==> src/include/exp_bridge_pkg.sv <==
// Package for the expansion bus UART bridge: cycle codes, board address
// layout, control register fields and timing.
// Assumes a single 100 MHz clock shared by both ends.
package exp_bridge_pkg;

   // ==========================================================
   // Bus cycle codes
   localparam logic [7:0] cyc_addr_first  = 8'hc8;
   localparam logic [7:0] cyc_addr_second = 8'hca;
   localparam logic [7:0] cyc_addr_third  = 8'hcc;
   localparam logic [7:0] cyc_write       = 8'hce;
   localparam logic [7:0] cyc_status_read = 8'hc0;
   localparam logic [7:0] cyc_data_read   = 8'hc2;
   localparam logic [7:0] cyc_bus_reset   = 8'hc6;

   // ==========================================================
   // Board address: 00100 00000 xy00R
   localparam logic [4:0] board_addr_first  = 5'h04;
   localparam logic [4:0] board_addr_second = 5'h00;
   localparam int         addr_bits_per_byte = 5;
   localparam int         jumper_x_pos       = 4;
   localparam int         jumper_y_pos       = 3;
   localparam int         reg_sel_pos        = 0;

   // ==========================================================
   // Control register fields
   localparam int         ctl_ce_n_pos   = 5;
   localparam int         ctl_sel0_pos   = 4;
   localparam int         ctl_reset_pos  = 3;
   localparam int         ctl_sel1_pos   = 2;
   localparam int         ctl_driver_pos = 1;
   localparam int         ctl_sel2_pos   = 0;
   localparam logic [7:0] ctl_reset_value = 8'h20;

   // ==========================================================
   // Status bits
   localparam int status_absent_pos = 0;
   localparam int status_irq_pos    = 1;

   // ==========================================================
   // UART select codes and timing
   localparam logic [2:0] sel_mode     = 3'h0;
   localparam logic [2:0] sel_holding  = 3'h3;
   localparam int         clock_mhz          = 100;
   localparam int         uart_reset_min_ns  = 100;
   localparam int         uart_reset_cycles  =
      (uart_reset_min_ns * clock_mhz + 999) / 1000;

   typedef enum logic [1:0] {
      dir_none,
      dir_read,
      dir_write
   } access_dir_type;

endpackage

==> src/include/exp_bus_if.sv <==
// Interface carrying the expansion bus cycles between host and board.
// Assumes both ends run on the same clock.
`timescale 1ns/1ps
`default_nettype none
interface exp_bus_if;
   logic       cyc_valid;
   logic [7:0] cyc_code;
   logic [7:0] wr_data;
   logic [7:0] rd_data;
   logic       rd_valid;
   logic       attention_n;

   modport board (
      input  cyc_valid,
      input  cyc_code,
      input  wr_data,
      output rd_data,
      output rd_valid,
      output attention_n
   );
   modport host (
      output cyc_valid,
      output cyc_code,
      output wr_data,
      input  rd_data,
      input  rd_valid,
      input  attention_n
   );
endinterface
`default_nettype wire

==> src/rtl/exp_uart_board.sv <==
// Board end of the expansion bus UART bridge: address decode, control
// register, status and data reads, UART register port.
// Assumes a UART core outside, reached through the uart_* ports.
//
// Summary of operation
// - Three address bytes select board register
// - Write cycle stores into addressed register
// - Status bit 0 low when board present
// - Status bit 1 set on UART request
// - Host reads status only with control addressed
// - Data read returns selected UART register
// - Bus-wide reset cycle is ignored
// - Active-low enable gates UART accesses
// - Select bits at positions 4, 2, 0
// - Direction plus select picks internal register
// - Reset bit holds UART in reset
// - Bit 1 powers the line driver
// - Mode code access moves pointer to second mode register
// - UART interrupt drives host attention line
// - Host reselects data by third byte plus one
// - Host pulses reset at least 100 ns
`timescale 1ns/1ps
`default_nettype none
module exp_uart_board #(
   parameter logic [1:0] jumper_xy = 2'h3
) (
   input  wire logic clock,
   input  wire logic rst,
   exp_bus_if.board  bus,
   output logic       uart_ce_n,
   output logic       uart_reset,
   output logic       line_driver_power,
   output logic [2:0] uart_reg_select,
   output logic       uart_wr,
   output logic       uart_rd,
   output logic [7:0] uart_wr_data,
   input  wire logic [7:0] uart_rd_data,
   input  wire logic  uart_irq,
   output logic       mode_reg_second
);

   // ==========================================================
   // Local codes and helpers
   localparam logic [2:0] sel_command      = 3'h2;
   localparam logic [3:0] cmd_mode_ptr_rst = 4'h1;

   function automatic logic cycle_is(input logic       valid,
                                     input logic [7:0] code,
                                     input logic [7:0] want);
      return valid && (code == want);
   endfunction

   function automatic logic [2:0] select_of(input logic [7:0] ctl);
      logic [2:0] sel;
      sel    = 3'h0;
      sel[0] = ctl[exp_bridge_pkg::ctl_sel0_pos];
      sel[1] = ctl[exp_bridge_pkg::ctl_sel1_pos];
      sel[2] = ctl[exp_bridge_pkg::ctl_sel2_pos];
      return sel;
   endfunction

   function automatic logic [7:0] status_of(input logic irq, input logic present);
      logic [7:0] st;
      st                                    = 8'hff;
      st[exp_bridge_pkg::status_absent_pos] = !present;
      st[exp_bridge_pkg::status_irq_pos]    = irq;
      return st;
   endfunction

   // ==========================================================
   // Address capture
   // Only the low five bits of each byte carry address
   logic [4:0] addr_first;
   logic [4:0] addr_second;
   logic [4:0] addr_third;
   logic       board_hit;
   logic       data_selected;
   logic [7:0] board_control;
   logic       first_hit;
   logic       second_hit;
   logic       jumper_hit;
   logic       ctl_addressed;

   always_ff @(posedge clock) begin
      if (rst) begin
         addr_first  <= 5'h00;
         addr_second <= 5'h00;
         addr_third  <= 5'h00;
      end else if (bus.cyc_valid) begin
         case (bus.cyc_code)
            exp_bridge_pkg::cyc_addr_first:  addr_first  <= bus.wr_data[4:0];
            exp_bridge_pkg::cyc_addr_second: addr_second <= bus.wr_data[4:0];
            exp_bridge_pkg::cyc_addr_third:  addr_third  <= bus.wr_data[4:0];
            default: ;
         endcase
      end
   end

   assign first_hit  = (addr_first == exp_bridge_pkg::board_addr_first);
   assign second_hit = (addr_second == exp_bridge_pkg::board_addr_second);
   assign jumper_hit = (addr_third[exp_bridge_pkg::jumper_x_pos] == jumper_xy[1])
                    && (addr_third[exp_bridge_pkg::jumper_y_pos] == jumper_xy[0]);
   // Bits between the jumpers and the register bit must be clear
   assign board_hit  = first_hit && second_hit && jumper_hit && (addr_third[2:1] == 2'h0);
   assign data_selected = addr_third[exp_bridge_pkg::reg_sel_pos];
   assign ctl_addressed = board_hit && !data_selected;

   // ==========================================================
   // Control register
   logic wr_hit;
   assign wr_hit = cycle_is(bus.cyc_valid, bus.cyc_code, exp_bridge_pkg::cyc_write) && board_hit;

   always_ff @(posedge clock) begin
      if (rst) begin
         board_control <= exp_bridge_pkg::ctl_reset_value;
      end else if (wr_hit && !data_selected) begin
         board_control <= bus.wr_data;
      end
   end

   // Bus-wide reset cycle matches no case here
   assign uart_ce_n         = board_control[exp_bridge_pkg::ctl_ce_n_pos];
   assign uart_reset        = board_control[exp_bridge_pkg::ctl_reset_pos];
   assign line_driver_power = board_control[exp_bridge_pkg::ctl_driver_pos];
   assign uart_reg_select   = select_of(board_control);

   // ==========================================================
   // UART access strobes
   logic rd_data_hit;
   logic rd_status_hit;
   logic uart_enabled;
   assign uart_enabled  = !uart_ce_n && !uart_reset;
   assign rd_data_hit   = cycle_is(bus.cyc_valid, bus.cyc_code, exp_bridge_pkg::cyc_data_read)
                       && board_hit && data_selected;
   // Every board answers a status read; bit 0 tells presence
   assign rd_status_hit = cycle_is(bus.cyc_valid, bus.cyc_code, exp_bridge_pkg::cyc_status_read);

   // Writes to the data register while disabled are dropped
   always_ff @(posedge clock) begin
      if (rst) begin
         uart_wr <= 1'b0;
      end else begin
         uart_wr <= wr_hit && data_selected && uart_enabled;
      end
   end

   always_ff @(posedge clock) begin
      if (rst) begin
         uart_rd <= 1'b0;
      end else begin
         uart_rd <= rd_data_hit && uart_enabled;
      end
   end

   always_ff @(posedge clock) begin
      if (rst) begin
         uart_wr_data <= 8'h00;
      end else if (wr_hit && data_selected) begin
         uart_wr_data <= bus.wr_data;
      end
   end

   // Mode register pointer
   always_ff @(posedge clock) begin
      if (rst || uart_reset) begin
         mode_reg_second <= 1'b0;
      end else if ((uart_wr || uart_rd) && uart_reg_select == exp_bridge_pkg::sel_mode) begin
         mode_reg_second <= 1'b1;
      end else if (uart_wr && uart_reg_select == sel_command && uart_wr_data[7:4] == cmd_mode_ptr_rst) begin
         mode_reg_second <= 1'b0;
      end
   end

   // ==========================================================
   // Read answers
   always_ff @(posedge clock) begin
      if (rst) begin
         bus.rd_valid <= 1'b0;
      end else begin
         bus.rd_valid <= rd_status_hit
                      || cycle_is(bus.cyc_valid, bus.cyc_code, exp_bridge_pkg::cyc_data_read);
      end
   end

   // Unaddressed, disabled or held in reset: the data read floats high
   always_ff @(posedge clock) begin
      if (rst) begin
         bus.rd_data <= 8'hff;
      end else if (rd_status_hit) begin
         bus.rd_data <= status_of(uart_irq, ctl_addressed);
      end else if (rd_data_hit && uart_enabled) begin
         bus.rd_data <= uart_rd_data;
      end else begin
         bus.rd_data <= 8'hff;
      end
   end

   always_ff @(posedge clock) begin
      if (rst) begin
         bus.attention_n <= 1'b1;
      end else begin
         bus.attention_n <= !uart_irq;
      end
   end

endmodule
`default_nettype wire

==> src/flat_wrapper.sv <==
// flat-port wrapper written by rule: the top's interface ports become plain ports
module exp_uart_board_flat 
#(
   parameter logic [1:0] jumper_xy = 2'h3
)
  (clock, rst, uart_ce_n, uart_reset, line_driver_power, uart_reg_select, uart_wr, uart_rd, uart_wr_data, uart_rd_data, uart_irq, mode_reg_second, bus_cyc_valid, bus_cyc_code, bus_wr_data, bus_rd_data, bus_rd_valid, bus_attention_n);
  exp_bus_if bus_i ();
  input  wire logic clock;
  input  wire logic rst;
  output logic uart_ce_n;
  output logic uart_reset;
  output logic line_driver_power;
  output logic [2:0] uart_reg_select;
  output logic uart_wr;
  output logic uart_rd;
  output logic [7:0] uart_wr_data;
  input  wire logic [7:0] uart_rd_data;
  input  wire logic uart_irq;
  output logic mode_reg_second;
  input wire logic [$bits(bus_i.cyc_valid)-1:0] bus_cyc_valid;
  input wire logic [$bits(bus_i.cyc_code)-1:0] bus_cyc_code;
  input wire logic [$bits(bus_i.wr_data)-1:0] bus_wr_data;
  output wire logic [$bits(bus_i.rd_data)-1:0] bus_rd_data;
  output wire logic [$bits(bus_i.rd_valid)-1:0] bus_rd_valid;
  output wire logic [$bits(bus_i.attention_n)-1:0] bus_attention_n;
  assign bus_i.cyc_valid = bus_cyc_valid;
  assign bus_i.cyc_code = bus_cyc_code;
  assign bus_i.wr_data = bus_wr_data;
  assign bus_rd_data = bus_i.rd_data;
  assign bus_rd_valid = bus_i.rd_valid;
  assign bus_attention_n = bus_i.attention_n;
  exp_uart_board #(.jumper_xy(jumper_xy)) u_core (.clock(clock), .rst(rst), .bus(bus_i), .uart_ce_n(uart_ce_n), .uart_reset(uart_reset), .line_driver_power(line_driver_power), .uart_reg_select(uart_reg_select), .uart_wr(uart_wr), .uart_rd(uart_rd), .uart_wr_data(uart_wr_data), .uart_rd_data(uart_rd_data), .uart_irq(uart_irq), .mode_reg_second(mode_reg_second));
endmodule
==> config.mk <==
export PLATFORM = sky130hd
export DESIGN_NAME = exp_uart_board_flat
export DESIGN_NICKNAME = d
export VERILOG_FILES = /design/src/include/exp_bridge_pkg.sv /design/src/include/exp_bus_if.sv /design/src/rtl/exp_uart_board.sv /design/src/flat_wrapper.sv
export SDC_FILE = /design/constraint.sdc
export NUM_CORES = 1
export LEC_CHECK = 0
export BUFFER_PORTS_ARGS = -buffer_cell sky130_fd_sc_hd__buf_2
export CAP_MARGIN = 15
export CORE_AREA = 2 2 75 59
export DETAILED_ROUTE_END_ITERATION = 10
export DIE_AREA = 0 0 77 61
export GPL_ROUTABILITY_DRIVEN = 0
export MAX_ROUTING_LAYER = met4
export PLACE_DENSITY = 0.74
export SETUP_SLACK_MARGIN = 0.02
export SYNTH_ARGS = -nofsm -noshare
export SYNTH_HDL_FRONTEND = slang
export SYNTH_SLANG_ARGS = --single-unit
==> constraint.sdc <==
create_clock -name clock -period 1.45 [get_ports clock]
set_input_delay 0.145 -clock clock [delete_from_list [all_inputs] [get_ports clock]]
set_output_delay 0.145 -clock clock [all_outputs]
set_load 0.01 [all_outputs]
# Word-level counts from Yosys, hierarchy flattened
# Cells that the tools add are included.
dict set report op_classes {
  n_eq_ne 9
  n_mux 4
  bitwise_logic 1
  n_reduce_logical 35
}
# operator n
set ops {}
lappend ops {{$eq A8 B8 Y1 const B} 6}
lappend ops {{$logic_and A1 B1 Y1} 19}
lappend ops {{$reduce_and A2 Y1} 3}
lappend ops {{$eq A5 B3 Y1 const B} 1}
lappend ops {{$logic_not A1 Y1} 5}
lappend ops {{$logic_not A5 Y1} 1}
lappend ops {{$eq A4 B1 Y1 const B} 1}
lappend ops {{$mux W2} 2}
lappend ops {{$eq A3 B2 Y1 const B} 1}
lappend ops {{$logic_not A3 Y1} 1}
lappend ops {{$logic_or A1 B1 Y1} 3}
lappend ops {{$reduce_or A3 Y1} 1}
lappend ops {{$logic_not A2 Y1} 1}
lappend ops {{$mux W1} 2}
lappend ops {{$reduce_bool A2 Y1} 1}
lappend ops {{$not A1 Y1} 1}
dict set report totals {
  reg_bits 42
  input_bits 28
  output_inout_bits 27
  word_cells 61
}

# Logic depth before layout (Yosys ltp)
dict set report depth {
  word_depth 9
  mapped_depth 6
  mapped_depth_nobuf 4
}

# Least setup slack after synthesis
# OpenSTA, ideal clock, no wires.
dict set report synth_timing {
  path_type {flip-flop to flip-flop}
  start {register u_core.addr_first[4]}
  end {register u_core.board_control[5]}
  setup_ns 0.114
  arrival_ns 1.351
  required_time_ns 1.336
  path_slack_ns -0.015
  path_stages_with_launch 5
  n_path_buf 0
  synth_period_minus_slack_ns 1.465
  path_cell_list {dfxtp_1 -> nor4b_4 -> nand4b_4 -> or3_1 -> a21o_1}
}
dict set report synth_via {
  elab_chain_len 6
}
# element line
set synth_lines {}
lappend synth_lines {{start, declared} exp_uart_board.sv:73} ;# logic [4:0] addr_first;
lappend synth_lines {{start signal, assigned} exp_uart_board.sv:91} ;# exp_bridge_pkg::cyc_addr_first: addr_first <= bus.wr_data[4:0];
lappend synth_lines {{$eq A5 B3 Y1} exp_uart_board.sv:99} ;# assign first_hit = (addr_first == exp_bridge_pkg::board_addr_first);
lappend synth_lines {{$logic_and A1 B1 Y1 (3 in series)} exp_uart_board.sv:104} ;# assign board_hit = first_hit && second_hit && jumper_hit && (addr_third[2:1] == 2'h0);
lappend synth_lines {{$logic_and A1 B1 Y1} exp_uart_board.sv:111} ;# assign wr_hit = cycle_is(bus.cyc_valid, bus.cyc_code, exp_bridge_pkg::cyc_write) && board_hit;
lappend synth_lines {{$logic_and A1 B1 Y1} exp_uart_board.sv:116} ;# end else if (wr_hit && !data_selected) begin
lappend synth_lines {{end signal, assigned} exp_uart_board.sv:115} ;# board_control <= exp_bridge_pkg::ctl_reset_value;
lappend synth_lines {{end signal, assigned} exp_uart_board.sv:117} ;# board_control <= bus.wr_data;
lappend synth_lines {{end, declared} exp_uart_board.sv:78} ;# logic [7:0] board_control;
# Every way passes these cells.
# A chain may end at the register's enable or synchronous reset.

# Worst setup path in the final report
dict set report layout_timing {
  start {register u_core.addr_second[1]}
  end {register u_core.board_control[5]}
}
dict set report layout_via {
  elab_chain_len 6
}
# element line
set layout_lines {}
lappend layout_lines {{start, declared} exp_uart_board.sv:74} ;# logic [4:0] addr_second;
lappend layout_lines {{start signal, assigned} exp_uart_board.sv:92} ;# exp_bridge_pkg::cyc_addr_second: addr_second <= bus.wr_data[4:0];
lappend layout_lines {{$logic_not A5 Y1} exp_uart_board.sv:100} ;# assign second_hit = (addr_second == exp_bridge_pkg::board_addr_second);
lappend layout_lines {{$logic_and A1 B1 Y1 (3 in series)} exp_uart_board.sv:104}
lappend layout_lines {{$logic_and A1 B1 Y1} exp_uart_board.sv:111}
lappend layout_lines {{$logic_and A1 B1 Y1} exp_uart_board.sv:116}
# Every way passes these cells.

==> results.md <==
- The flow ran to the end, but the final reports show violations.
- The final reports fail on negative setup slack.
- The worst IR drop on VDD is 0.000686 V.
- The path class of the lowest-slack min-delay path is in2reg.
- The required time of the worst setup path is 1.66 ns.
- The floorplan step set the die width to 77 µm.
- The growth of design area from synthesis to finish is 31.5%.
- The mapped netlist covers 1730 µm².
- The most common cell in the synthesized netlist is sky130_fd_sc_hd__dfxtp_1.
- The power density relative to cell area is 955 nW/µm².
- The largest net degree at the start of global routing is 32.
- After legalization and detailed placement, the total HPWL measured 3020 µm.
- The count of fill cells added during filler insertion is 375.
- The floorplan step defined a die boundary enclosing 4700 µm².
- The clock passes through at most 2 buffers.
- The area inside the core boundary is 3950 µm².
- The cell total after placement is 285.
- Summed over all layers, the routed wires come to 4300 µm.
- At the pin with the least slew margin, the transition time is 0.420 ns.
- The net count of the finished layout is 267.
- Across the run, the number of max-cap violations was 0.
- 0 antenna diodes ended up in the layout.
- Headroom to the max-slew limit came out at 71.6%.
- The total area of sequential cells is 845 µm².
- The total global-route track usage is 20.0%.
- The count of boundary I/O pins is 55.
- The number of nets handed over by synthesis was 202.
- The number of clock buffers added by TritonCTS is 5.
- Setup slack on the critical path of the routed design comes to -0.0528 ns.
- The synthesized design spends more area on one cell type than any other, namely sky130_fd_sc_hd__dfxtp_1.
- Total power for the finished layout comes to 0.00217 W.
- Counting every sink on the clock net gives 42.
- The first TritonRoute pass finished after 4 iterations.
- The first-pass GRT wire length is 6780 µm.
- The first routing iteration left 47 violations.
- The initial antenna violation count is 0.
- The floorplan die height is 61 µm.
- In the routed design, unresolved DRC markers number 0.
- The fraction of final layout cells sized beyond drive strength 1 is 35.8%.
- The worst setup path is captured at a register.
- The via count of the first global-routing pass was 1386.
- By area the synthesized netlist is led by sky130_fd_sc_hd__dfxtp_1 49%, sky130_fd_sc_hd__mux2i_1 8.7%, sky130_fd_sc_hd__nand4_1 5.1%, sky130_fd_sc_hd__a21oi_1 4.9%, sky130_fd_sc_hd__nor2_1 4.1%.
- The synthesis warning total is 0.
- The count of buffers added on input and output ports is 54.
- The most used flip-flop cell after synthesis is sky130_fd_sc_hd__dfxtp_1.
- Setup repair after global routing could not meet its margin everywhere.
- The number of hold buffers added after CTS was 0.
- The data arrival time at the worst-slack endpoint is 1.71 ns.
- The final worst-path cycle share is 104%.
- Counting instances in the post-synthesis netlist gives the leading cell types as 42 x sky130_fd_sc_hd__dfxtp_1, 19 x sky130_fd_sc_hd__nor2_1, 17 x sky130_fd_sc_hd__a21oi_1, 15 x sky130_fd_sc_hd__mux2i_1.
- The share of synthesized area in the top cell type comes to 48.7%.
- TritonCTS built the clock tree.
- The cell at the root of the clock tree is sky130_fd_sc_hd__clkbuf_8.
- The routed wire length per instance is 14.6 µm.
- The overall overflow remaining after global route is 0.
- At the placement stage, the worst setup path has a slack of -0.0403 ns.
- In this run the worst path has a maximum fanout of 5.
- Counting distinct cell types in the post-synthesis netlist gives 33.
- Setup violations remaining at the end of the flow were counted as 12.
- Detailed routing placed a total of 1740 µm of wire on met2.
- The total area of multi-input combinational cells is 848 µm².
- The average instance in the mapped netlist occupies 9.92 µm².
- For this run, the top clock speed supported by timing is 665 MHz.
- The type of the worst setup path is reg2reg.
- After detailed routing, the wire length on met1 is 2230 µm.
- The maximum clock skew at final layout is 0.00443 ns.
- In this run, synthesis inferred 0 flip-flops with an integrated enable.
- The routed wire length on met3 is 247 µm.
- The count of nets left with antenna violations once routing finished came out at 0.
- The register clock-pin slew on the reported worst setup and hold paths is 0.08 ns.
- The count of vias placed by the detailed router is 1536.
- The routed design could run at a clock period as short as 1.50 ns.
- After detailed routing, no signal wire sits above met4.
- In this run the static leakage power is 0.978 nW.
- After synthesis the netlist holds a flip-flop and latch count of 42.
- At the later pin of the worst-skew pair, clock insertion delay measures 0.30 ns.
- The initial core utilization is 43.7%.
- The hold violation count in the final report is 0.
- The number of cells in the finished layout apart from fillers is 295.
- The total count of max-transition violations in the final report is 0.
- The H-tree depth is 2.
- The count of standard-cell rows is 20.
- The startpoint type of the worst setup path is a register.
- Counting flops with an async set or reset pin after synthesis yields a share of 0%.
- The sequential-to-total area share from yosys stat is 48.7%.
- The synthesized instance count is 174.
- The via density per instance is 5.21.
[sequential cells by signal, summed over array words and instances, names as in the netlist]
| signal | flops |
|---|---|
| u_core.addr_first | 5 |
| u_core.addr_third | 5 |
| u_core.uart_wr_data | 8 |
| u_core.uart_wr | 1 |
| u_core.bus.attention_n | 1 |
| u_core.bus.rd_data | 8 |
| u_core.addr_second | 5 |
| u_core.board_control | 6 |
| u_core.bus.rd_valid | 1 |
| u_core.uart_rd | 1 |
| u_core.mode_reg_second | 1 |
[routing by layer]
metal / vias up / GRT usage (%)
li1: 760 / -
met2: 53 / 29.2
met1: 716 / 26.5
met4: 0 / 9.95
met5: - / -
met3: 7 / 4.46
[critical path, cell delays in order (launching register included)]
cell	delay (ns)
sky130_fd_sc_hd__dfxtp_1	0.34
sky130_fd_sc_hd__nor4b_4	0.26
sky130_fd_sc_hd__buf_4	0.18
sky130_fd_sc_hd__nand4_2	0.10
sky130_fd_sc_hd__or3_1	0.37
sky130_fd_sc_hd__a21o_1	0.16
[timing repair]
action                                  4_1_cts  5_1_grt
pin swaps                                    10        5
endpoints found under the setup margin       22       24
hold endpoints to repair                      0        0
setup buffers                                 0        2
resized for setup                             3        5
[report_power, final]
| part | switching (W) | internal (W) | total, W |
|---|---|---|---|
| Sequential | 0.000000766 | 0.00115 | 0.00115 |
| Combinational | 0.0000568 | 0.0000436 | 0.000100 |
| Clock | 0.000408 | 0.000507 | 0.000914 |
[cells in the final DEF (no fill, tap or decap), types with 3 or more instances in the layout]
cell type                   n
sky130_fd_sc_hd__a21oi_1   17
sky130_fd_sc_hd__buf_2     54
sky130_fd_sc_hd__buf_4      9
sky130_fd_sc_hd__clkbuf_8   5
sky130_fd_sc_hd__dfxtp_1   39
sky130_fd_sc_hd__dfxtp_2    3
sky130_fd_sc_hd__mux2i_1   15
sky130_fd_sc_hd__nand2b_1   8
sky130_fd_sc_hd__nand3_1    4
sky130_fd_sc_hd__nand4_1   14
sky130_fd_sc_hd__nor2_1    19
sky130_fd_sc_hd__nor3_1     3
sky130_fd_sc_hd__nor4b_4    3
sky130_fd_sc_hd__o21ai_0   13
[cell type report]
| cell class | instances | area share, % |
|---|---|---|
| tap | 55 | 3.03 |
| timing repair buffer | 67 | 17.6 |
| multi-input combinational | 123 | 37.4 |
| sequential | 42 | 37.2 |
| clock inverter | 3 | 1.76 |
| clock buffer | 5 | 3.03 |
[cell families (layout without fill, tap and decap cells)]
logic type | Yosys count | count (layout) | synth area share [%]
AO/OA/AOI/OAI | 34 | 34 | 10.4
buffers and inverters | 9 | 75 | 2.75
flip-flops | 42 | 42 | 48.7
multiplexers | 15 | 15 | 8.70
AND/OR/NAND/NOR | 74 | 74 | 29.5
[path summary, 6_finish.rpt]
check	slack (ns)	endpoint	from	cells after the start
min reg2reg	0.48	u_core.uart_wr_data[3]	u_core.uart_wr_data[3]	2
min	0.02	u_core.bus.rd_data[6]	uart_rd_data[6]	2
max reg2reg	-0.05	u_core.board_control[5]	u_core.addr_second[1]	5
max	-0.05	u_core.board_control[5]	u_core.addr_second[1]	5
[per-stage QoR]
step	setup TNS, ns	util, %	hold slack [ns]	cell area [µm²]
detailed placement	-0.0880	53.8	0.328	2130
finish	-0.139	57.4	0.0167	2270
global placement	-0.0000732	53.8	0.331	2130
global route	-1.31	57.4	0.0101	2270
floorplan	-0.0152	-	0.218	1730
CTS	-0.160	56.7	0.0153	2240
Note: power is estimated with default switching activity, not from simulation.
